[config.mk]
export PLATFORM = sky130hd
export DESIGN_NAME = aac_ctrl
export DESIGN_NICKNAME = d
export VERILOG_FILES = /design/src/shared/aac_pkg.sv /design/src/design/aac_clkdiv.sv /design/src/design/aac_ctrl.sv
export VERILOG_INCLUDE_DIRS = /design/src /design/src/shared
export SDC_FILE = /design/constraint.sdc
export NUM_CORES = 1
export LEC_CHECK = 0
export BUFFER_PORTS_ARGS = -buffer_cell sky130_fd_sc_hd__buf_2
export CAP_MARGIN = 20
export CORE_AREA = 2 2 89 91
export DETAILED_ROUTE_END_ITERATION = 10
export DIE_AREA = 0 0 91 93
export GPL_TIMING_DRIVEN = 1
export PLACE_DENSITY_LB_ADDON = 0.12
export SYNTH_ARGS = -nofsm -noshare
export SYNTH_HDL_FRONTEND = slang
export SYNTH_SLANG_ARGS = --single-unit
[constraint.sdc]
create_clock -name clk_i -period 4.2 [get_ports clk_i]
set_input_delay 0.84 -clock clk_i [delete_from_list [all_inputs] [get_ports clk_i]]
set_output_delay 0.84 -clock clk_i [all_outputs]
set_load 0.005 [all_outputs]
[src/shared/aac_cfg.svh]
/*
 * Register map, field positions, reset values and conversion lengths of the
 * auxiliary converter sequencer.
 * Assumes it is included by bare name wherever a constant below is needed.
 */
`ifndef AAC_CFG_SVH
`define AAC_CFG_SVH

// =============================================================================
// Register indices; the byte address on the bus is four times the index.
`define AAC_IDX_SETUP 8'h77
`define AAC_IDX_RES_HI 8'h78
`define AAC_IDX_RES_LO 8'h79
`define AAC_IDX_CTRL0 8'h7A
`define AAC_IDX_CTRL1 8'h7B
`define AAC_IDX_IRQ_STAT 8'h90
`define AAC_IDX_IRQ_MASK 8'h91

// =============================================================================
// Field positions.
`define AAC_SETUP_LEN 7:6
`define AAC_SETUP_CH 2:0
`define AAC_RESHI_RES 11:4
`define AAC_RESLO_RES 3:0
`define AAC_CTRL0_CLKEN 7
`define AAC_CTRL0_SRST 6
`define AAC_CTRL0_DIV 2:0
`define AAC_CTRL1_TEMP 7
`define AAC_CTRL1_TRIM 4:2
`define AAC_IRQ_DONE 0
`define AAC_IRQ_SRST 1
`define AAC_IRQ_W 2

// =============================================================================
// Reset values.
`define AAC_RST_LEN 2'h0
`define AAC_RST_CH 3'h0
`define AAC_RST_DIV 3'h0
`define AAC_RST_TRIM 3'h0
`define AAC_RST_RESULT 12'h000
`define AAC_RST_IRQ 2'h0

// =============================================================================
// Conversion lengths in converter clock cycles, by length code.
`define AAC_LEN_0 6'h14
`define AAC_LEN_1 6'h16
`define AAC_LEN_2 6'h1A
`define AAC_LEN_3 6'h22

// Divide ratio is two to the power (this exponent plus one minus the code).
`define AAC_DIV_EXP 3'h7

`endif

[src/shared/aac_pkg.sv]
/*
 * Types shared by the auxiliary converter sequencer modules.
 * Assumes nothing of its surroundings.
 */
package aac_pkg;

    typedef enum logic {
        AAC_IDLE,
        AAC_CONVERT
    } aac_state_t;

    typedef logic [2:0] aac_chan_t;

    typedef logic [11:0] aac_result_t;

endpackage
[src/design/aac_clkdiv.sv]
/*
 * Converter clock divider: makes a square converter clock from the main
 * clock and a one-cycle pulse in the cycle in which it rises.
 * Assumes run_i stops the clock low and that div_code_i comes from a register.
 */
`timescale 1ns/1ps
`default_nettype none
`include "aac_cfg.svh"

module aac_clkdiv
    import aac_pkg::*;
#(
    parameter int CW = 7
) (
    // Clock, reset and clock enable.
    input wire logic clk_i,
    input wire logic rst_i,
    input wire logic ce_i,
    // Control.
    input wire logic run_i,
    input wire logic [2:0] div_code_i,
    // Divided clock and its rising-edge marker.
    output logic converter_clock_o,
    output logic rise_o
);

    logic [CW-1:0] cnt;
    logic [CW-1:0] next_cnt;
    logic [CW-1:0] term;
    logic [CW:0] half;
    logic next_clk;
    logic next_rise;

    // =========================================================================
    // Half period is two to the power seven minus the code.
    assign half = (CW+1)'(1) << (`AAC_DIV_EXP - div_code_i); // see RULE_11 see RULE_16
    assign term = CW'(half - (CW+1)'(1));

    always_comb begin
        next_cnt = cnt;
        next_clk = converter_clock_o;
        next_rise = 1'b0;
        if (!run_i) begin
            next_cnt = '0;
            next_clk = 1'b0; // see RULE_08
        end else if (cnt >= term) begin
            next_cnt = '0;
            next_clk = !converter_clock_o;
            next_rise = !converter_clock_o;
        end else begin
            next_cnt = cnt + CW'(1);
        end
    end

    always_ff @(posedge clk_i) begin
        if (rst_i) begin
            cnt <= '0;
            converter_clock_o <= 1'b0;
            rise_o <= 1'b0;
        end else if (ce_i) begin
            cnt <= next_cnt;
            converter_clock_o <= next_clk;
            rise_o <= next_rise;
        end
    end

    // =========================================================================
    // Checking helpers: main-clock cycles between two rises at a steady code.
    logic [8:0] gap;
    logic seen;
    logic [2:0] hcode;

    always_ff @(posedge clk_i) begin
        if (rst_i || !run_i) begin
            gap <= 9'h000;
            seen <= 1'b0;
            hcode <= 3'h0;
        end else if (ce_i) begin
            hcode <= div_code_i;
            gap <= rise_o ? 9'h001 : gap + 9'h001;
            if (div_code_i != hcode) begin
                seen <= 1'b0;
            end else if (rise_o) begin
                seen <= 1'b1;
            end
        end
    end
endmodule // aac_clkdiv

`default_nettype wire

[src/design/aac_ctrl.sv]
/*
 * Auxiliary converter sequencer: Wishbone register slave, conversion timing,
 * result capture, soft reset, sensor and reference controls and interrupt.
 * Assumes the analog core presents a settled result on conversion_result_i
 * by the last converter clock rise of a conversion.
 */
`timescale 1ns/1ps
`default_nettype none
`include "aac_cfg.svh"

// =============================================================================
// Summary of operation
// RULE_01: Length code selects 20, 22, 26, 34 cycles.
// RULE_02: Channel field routes one of eight inputs.
// RULE_03: Any setup register write starts a conversion.
// RULE_04: Result high register shows result bits 11:4.
// RULE_05: Result low nibble sits in status bits 7:4.
// RULE_06: Done bit reads 0 running, 1 valid.
// RULE_07: Status bits 2:0 echo converted channel.
// RULE_08: Clock enable bit gates the converter clock.
// RULE_09: Soft reset fires on rising bit only.
// RULE_10: Software clears soft reset bit afterwards.
// RULE_11: Divider code sets converter clock ratio.
// RULE_12: Software keeps converter clock below 10 MHz.
// RULE_13: Conversion lasts exactly the configured cycles.
// RULE_14: Control bit drives temperature sensor enable.
// RULE_15: Trim field is held and driven out.
// RULE_16: Middle divider codes keep halving the ratio.
// RULE_17: Start clears done; results update together.
// RULE_18: Unused bits read zero, ignore writes.
module aac_ctrl
    import aac_pkg::*;
#(
    parameter int AW = 10
) (
    // Clock, reset and clock enable.
    input wire logic clk_i,
    input wire logic rst_i,
    input wire logic ce_i,
    // Wishbone slave.
    input wire logic wb_cyc_i,
    input wire logic wb_stb_i,
    input wire logic wb_we_i,
    input wire logic [AW-1:0] wb_adr_i,
    input wire logic [3:0] wb_sel_i,
    input wire logic [31:0] wb_dat_i,
    output logic [31:0] wb_dat_o,
    output logic wb_ack_o,
    // Analog converter core.
    input wire aac_result_t conversion_result_i,
    output aac_chan_t input_channel_select_o,
    output logic converter_clock_o,
    output logic conversion_start_o,
    output logic converter_reset_o,
    output logic temp_sensor_enable_o,
    output logic [2:0] reference_trim_o,
    // Interrupt.
    output logic irq_o
);

    // =========================================================================
    // Bus decode. A request takes effect at the edge where ack is seen high.
    logic req;
    logic take_wr;
    logic take_rd;
    logic [7:0] idx;

    assign req = wb_cyc_i & wb_stb_i;
    assign idx = 8'(wb_adr_i[AW-1:2]);
    assign take_wr = req & wb_ack_o & wb_we_i & wb_sel_i[0];
    assign take_rd = req & wb_ack_o & !wb_we_i;

    // =========================================================================
    // State.
    aac_state_t state;
    aac_state_t next_state;
    logic [1:0] cfg_len;
    logic [1:0] next_cfg_len;
    aac_chan_t next_ch;
    logic clk_en;
    logic next_clk_en;
    logic srst_bit;
    logic next_srst_bit;
    logic [2:0] div_code;
    logic [2:0] next_div_code;
    logic next_temp;
    logic [2:0] next_trim;
    aac_result_t result;
    aac_result_t next_result;
    logic done;
    logic next_done;
    aac_chan_t echo;
    aac_chan_t next_echo;
    logic [5:0] cyc_cnt;
    logic [5:0] next_cyc_cnt;
    logic next_start;
    logic next_reset;
    logic [`AAC_IRQ_W-1:0] irq_stat;
    logic [`AAC_IRQ_W-1:0] next_irq_stat;
    logic [`AAC_IRQ_W-1:0] irq_mask;
    logic [`AAC_IRQ_W-1:0] next_irq_mask;
    logic [`AAC_IRQ_W-1:0] events;
    logic next_irq;
    logic [31:0] next_dat;
    logic next_ack;
    logic tick;

    function automatic logic [5:0] conv_len(input logic [1:0] code);
        unique case (code)
            2'h0: conv_len = `AAC_LEN_0; // see RULE_01
            2'h1: conv_len = `AAC_LEN_1;
            2'h2: conv_len = `AAC_LEN_2;
            2'h3: conv_len = `AAC_LEN_3;
        endcase
    endfunction

    // =========================================================================
    // Converter clock.
    aac_clkdiv #(
        .CW(7)
    ) u_div (
        .clk_i(clk_i),
        .rst_i(rst_i),
        .ce_i(ce_i),
        .run_i(clk_en), // see RULE_08
        .div_code_i(div_code), // see RULE_11
        .converter_clock_o(converter_clock_o),
        .rise_o(tick)
    );

    // =========================================================================
    // Bus answer: ack one cycle after the request, read data with it.
    always_comb begin
        next_ack = req & !wb_ack_o;
        next_dat = wb_dat_o;
        if (req & !wb_ack_o) begin
            next_dat = 32'h0000_0000; // see RULE_18
            if (!wb_we_i) begin
                case (idx)
                    `AAC_IDX_SETUP: next_dat[7:0] = {cfg_len, 3'h0, input_channel_select_o};
                    `AAC_IDX_RES_HI: next_dat[7:0] = result[`AAC_RESHI_RES]; // see RULE_04
                    `AAC_IDX_RES_LO: begin
                        next_dat[7:0] = {result[`AAC_RESLO_RES], done, echo}; // see RULE_05
                    end
                    `AAC_IDX_CTRL0: next_dat[7:0] = {clk_en, srst_bit, 3'h0, div_code};
                    `AAC_IDX_CTRL1: begin
                        next_dat[7:0] = {temp_sensor_enable_o, 2'h0, reference_trim_o, 2'h0};
                    end
                    `AAC_IDX_IRQ_STAT: next_dat[`AAC_IRQ_W-1:0] = irq_stat;
                    `AAC_IDX_IRQ_MASK: next_dat[`AAC_IRQ_W-1:0] = irq_mask;
                    default: next_dat = 32'h0000_0000;
                endcase
            end
        end
    end

    always_ff @(posedge clk_i) begin
        if (rst_i) begin
            wb_ack_o <= 1'b0;
            wb_dat_o <= 32'h0000_0000;
        end else if (ce_i) begin
            wb_ack_o <= next_ack;
            wb_dat_o <= next_dat;
        end
    end

    // =========================================================================
    // Configuration, sequencing and result capture.
    always_comb begin
        next_state = state;
        next_cfg_len = cfg_len;
        next_ch = input_channel_select_o;
        next_clk_en = clk_en;
        next_srst_bit = srst_bit;
        next_div_code = div_code;
        next_temp = temp_sensor_enable_o;
        next_trim = reference_trim_o;
        next_result = result;
        next_done = done;
        next_echo = echo;
        next_cyc_cnt = cyc_cnt;
        next_start = 1'b0;
        next_reset = 1'b0;
        events = '0;
        // Count converter clock rises; the last one closes the conversion.
        if (state == AAC_CONVERT && tick) begin
            if (cyc_cnt == conv_len(cfg_len) - 6'h01) begin // see RULE_13
                next_state = AAC_IDLE;
                next_result = conversion_result_i; // see RULE_17
                next_echo = input_channel_select_o; // see RULE_07
                next_done = 1'b1; // see RULE_06
                events[`AAC_IRQ_DONE] = 1'b1;
            end else begin
                next_cyc_cnt = cyc_cnt + 6'h01;
            end
        end
        if (take_wr) begin
            case (idx)
                `AAC_IDX_SETUP: begin
                    next_cfg_len = wb_dat_i[`AAC_SETUP_LEN]; // see RULE_01
                    next_ch = wb_dat_i[`AAC_SETUP_CH]; // see RULE_02
                    next_state = AAC_CONVERT; // see RULE_03
                    next_cyc_cnt = 6'h00;
                    next_done = 1'b0; // see RULE_17
                    next_start = 1'b1;
                end
                `AAC_IDX_CTRL0: begin
                    next_clk_en = wb_dat_i[`AAC_CTRL0_CLKEN]; // see RULE_08
                    next_srst_bit = wb_dat_i[`AAC_CTRL0_SRST];
                    next_div_code = wb_dat_i[`AAC_CTRL0_DIV]; // see RULE_11
                    if (wb_dat_i[`AAC_CTRL0_SRST] && !srst_bit) begin // see RULE_09
                        next_reset = 1'b1;
                        next_state = AAC_IDLE;
                        next_cyc_cnt = 6'h00;
                        next_done = 1'b0;
                        next_result = `AAC_RST_RESULT;
                        next_echo = `AAC_RST_CH;
                        events[`AAC_IRQ_SRST] = 1'b1;
                    end
                end
                `AAC_IDX_CTRL1: begin
                    next_temp = wb_dat_i[`AAC_CTRL1_TEMP]; // see RULE_14
                    next_trim = wb_dat_i[`AAC_CTRL1_TRIM]; // see RULE_15
                end
                default: begin
                end
            endcase
        end
    end

    always_ff @(posedge clk_i) begin
        if (rst_i) begin
            state <= AAC_IDLE;
            cfg_len <= `AAC_RST_LEN;
            input_channel_select_o <= `AAC_RST_CH;
            clk_en <= 1'b0;
            srst_bit <= 1'b0;
            div_code <= `AAC_RST_DIV;
            temp_sensor_enable_o <= 1'b0;
            reference_trim_o <= `AAC_RST_TRIM;
            result <= `AAC_RST_RESULT;
            done <= 1'b0;
            echo <= `AAC_RST_CH;
            cyc_cnt <= 6'h00;
            conversion_start_o <= 1'b0;
            converter_reset_o <= 1'b0;
        end else if (ce_i) begin
            state <= next_state;
            cfg_len <= next_cfg_len;
            input_channel_select_o <= next_ch;
            clk_en <= next_clk_en;
            srst_bit <= next_srst_bit;
            div_code <= next_div_code;
            temp_sensor_enable_o <= next_temp;
            reference_trim_o <= next_trim;
            result <= next_result;
            done <= next_done;
            echo <= next_echo;
            cyc_cnt <= next_cyc_cnt;
            conversion_start_o <= next_start;
            converter_reset_o <= next_reset;
        end
    end

    // =========================================================================
    // Interrupt: sticky status, cleared by reading it; an event wins.
    always_comb begin
        next_irq_mask = irq_mask;
        next_irq_stat = irq_stat;
        if (take_wr && idx == `AAC_IDX_IRQ_MASK) begin
            next_irq_mask = wb_dat_i[`AAC_IRQ_W-1:0];
        end
        if (take_rd && idx == `AAC_IDX_IRQ_STAT) begin
            next_irq_stat = irq_stat & ~wb_dat_o[`AAC_IRQ_W-1:0];
        end
        next_irq_stat = next_irq_stat | events;
        next_irq = |(next_irq_stat & next_irq_mask);
    end

    always_ff @(posedge clk_i) begin
        if (rst_i) begin
            irq_stat <= `AAC_RST_IRQ;
            irq_mask <= `AAC_RST_IRQ;
            irq_o <= 1'b0;
        end else if (ce_i) begin
            irq_stat <= next_irq_stat;
            irq_mask <= next_irq_mask;
            irq_o <= next_irq;
        end
    end

    logic [5:0] rises;

    always_ff @(posedge clk_i) begin
        if (rst_i || (ce_i && next_start)) begin
            rises <= 6'h00;
        end else if (ce_i && state == AAC_CONVERT && tick) begin
            rises <= rises + 6'h01;
        end
    end
endmodule // aac_ctrl

`default_nettype wire

==> results.toml <==
[placed_design]
io_buffers = 53
pre_cts_slack_ns = 1.23
gp_congestion = 0.778
dp.final_hpwl_um = 5900

[synthesis]
synth_top_cell_by_area = "dfxtp_1"
synth.cell_area_sq_um = 3280
synthFlopType = "dfxtp_1"
synth-seq-cells = 62
synth_top_area_share_pct = 37.9
netlist_instances = 388
synth_cell_type_count = 53
synth_async_sr_flop_share_pct = 0
syn_avg_cell_area_sq_um = 8.44
yosys-top-cells-area = "dfxtp_1, buf_4, a21oi_1, nand2_1, mux2i_1"
yosysSeqAreaShare_pct = 37.9
yosysWarnings = 0
synth_edf_count = 0

[route]
avgRoutedWirePerCell_um = 15.2
routed_wl_um = 8170
dr_total_vias = 2836
post-route-drc-count = 0
drtPass1Iterations = 5
first_iter_violations = 190
final_antenna_net_count = 0
avgViaCountPerCell = 5.29

[pwr]
ir_worst_vdd_uv = 165
p_total_mw = 1.17
p_leak_nw = 1.43
power_density_nw_per_um2 = 319

[cts]
post_cts_resized = 0
tritoncts = "yes"
cts_buffer_depth = 2
cts_hold_buf = 0
htree_levels = 3
cts_setup_buffers = 0
cts_sinks = 62
cts_buffers = 9
worstSkewPairLatency_ns = 0.35
root_buffer = "clkbuf_8"
clk_pin_slew_ns = 0.08

[timing]
max_freq_mhz = 332
finalSetupTns_ns = 0
hold_violations = 0
period_share_pct = 71.7
rsz0062_at_grt = "false"
clock_skew_ns = 0.0119
tightest_slew_ns = 0.837
finalSetupViolCount = 0
slew_headroom_pct = 44.2
setup_ws_ns = 1.19
drv_slew = 0
fin_crit_ns = 3.01

[grt]
globalRouteOverflowTotal = 0
antenna_found_initial = 0
grtUsageTotal_pct = 20.0
grt_max_degree = 46
grt_pass1_wl_um = 13300
grt_pass1_vias = 2627

[die]
initial_core_util_pct = 43.5
core_area_sq_um = 7530
dieArea_sq_um = 8460
die_height_um = 93
dieWidth_um = 91
ios = 108
row_count = 32

[setup_path]
critPathMostFrequentCell = "a21oi_1"
crit_slowest_cell = "or4b_2"
end_kind = "flop"
cp_max_fo = 11
critPathLaunchType = "flop"
crit_required_ns = 4.47
cp_slowest_stage_delay_ns = 0.65
timing.critical_path.cells = "nand3_1, ha_1, inv_1, nand2_1, o21ai_0, a21oi_1, ha_1, a21o_1, a21o_1, a21oi_1, o21a_1, or4b_2, a21oi_1"
criticalPathCategory = "flop to flop"
arrival_ns = 3.28

[layout]
n_fill_cell = 798
diodes = 0
multi_input_area_sq_um = 1820
syn_to_final_growth_pct = 12.0
final_common_cell = "dfxtp_1"
mostFrequentLayoutCells = "dfxtp_1, buf_2, nand2_1, nor2_1, a21oi_1"
regArea_sq_um = 1240
nets = 503
drive_gt1_share_pct = 18.7

[job]
maxCapViolCount = 0

[outcome]
status = "finished, final reports clean"

[min_path]
min_path_type = "flop to flop"
==> worst max-delay path, delay by kind of cell (launching register included) <==
kind	cells	cell delay [ns]
AOI/OAI and AO/OA	7	0.82
DFF	1	0.55
adders and majority gates	2	0.59
and+or+nand+nor	3	0.88
buffers and inverters	1	0.09
==> through the flow <==
stage	hold WS, ns	instance area (sq um)	util, %	std cells
after CTS	0.474	3670	48.7	536
final	0.469	3670	48.7	536
after global routing	0.492	3670	48.7	536
after detailed placement	0.459	3480	46.2	520
after global placement	0.451	3480	46.2	520
after floorplan	0.439	3360	-	411
==> cells in the mapped netlist, types with 3 or more instances <==
master    number
a21o_1         6
a21oi_1       32
a22o_1         3
a22oi_1       12
a31oi_1        4
and2_1         3
buf_4         26
clkbuf_1      16
dfxtp_1       62
ha_1          10
inv_1          5
mux2i_1       15
nand2_1       41
nand2b_1       3
nand3_1       26
nand4_1        9
nor2_1        34
nor2b_1        4
nor3_1         4
o21ai_0        7
o221a_1        4
o221a_2        7
o22ai_1        7
xnor2_1        7
xor2_1         3
==> flip-flops by register name (all words and copies together) (netlist names), 2 cells and up <==
name	cells
cfg_len	2
cyc_cnt	6
echo	3
result	12
irq_mask	2
u_div.cnt	7
reference_trim_o	3
wb_dat_o	8
div_code	3
input_channel_select_o	3
irq_stat	2
==> metal layers <==
layer	track usage (%)	vias up	wire length [um]
met5	0	-	0
met4	6.44	0	97
met3	5.08	9	532
met2	30.2	63	3750
met1	28.0	1328	3780
li1	-	1436	-
==> power by group <==
group | internal [mW] | switching, mW | total [mW] | leakage (nW)
registers | 0.588 | 0.00104 | 0.589 | 0.499
logic | 0.0200 | 0.0416 | 0.0615 | 0.840
clock network | 0.272 | 0.246 | 0.518 | 0.0883
==> worst paths after layout <==
check                           slack (ns)            endpoint          startpoint  cells past startpoint
worst max register to register        1.19        u_div.rise_o         div_code[2]                     13
worst max-delay path                  1.19        u_div.rise_o         div_code[2]                     13
worst min-delay path                  0.47  conversion_start_o  conversion_start_o                      2
worst min register to register        0.47  conversion_start_o  conversion_start_o                      2
==> cell families (layout without fill, tap and decap cells) <==
kind of cell,Yosys count,count (layout),synth area share [%]
xor gates and xnor gates,10,10,2.67
buffers and inverters,52,75,9.24
other,1,24,0.114
DFF,62,62,37.9
adders and majority gates,10,10,3.82
AOI/OAI and AO/OA,93,93,19.4
and+or+nand+nor,145,145,22.2
muxes,15,15,4.58
==> final cells by class <==
cell class	instances	share of cell area (%)
clock buffers	10	3.48
clock inverters	6	1.71
inverters	5	0.512
multi-input cells	297	49.6
flip-flops and latches	62	33.8
well taps	102	3.48
repair buffers	54	7.44
Note: power is estimated with default switching activity, not from simulation.
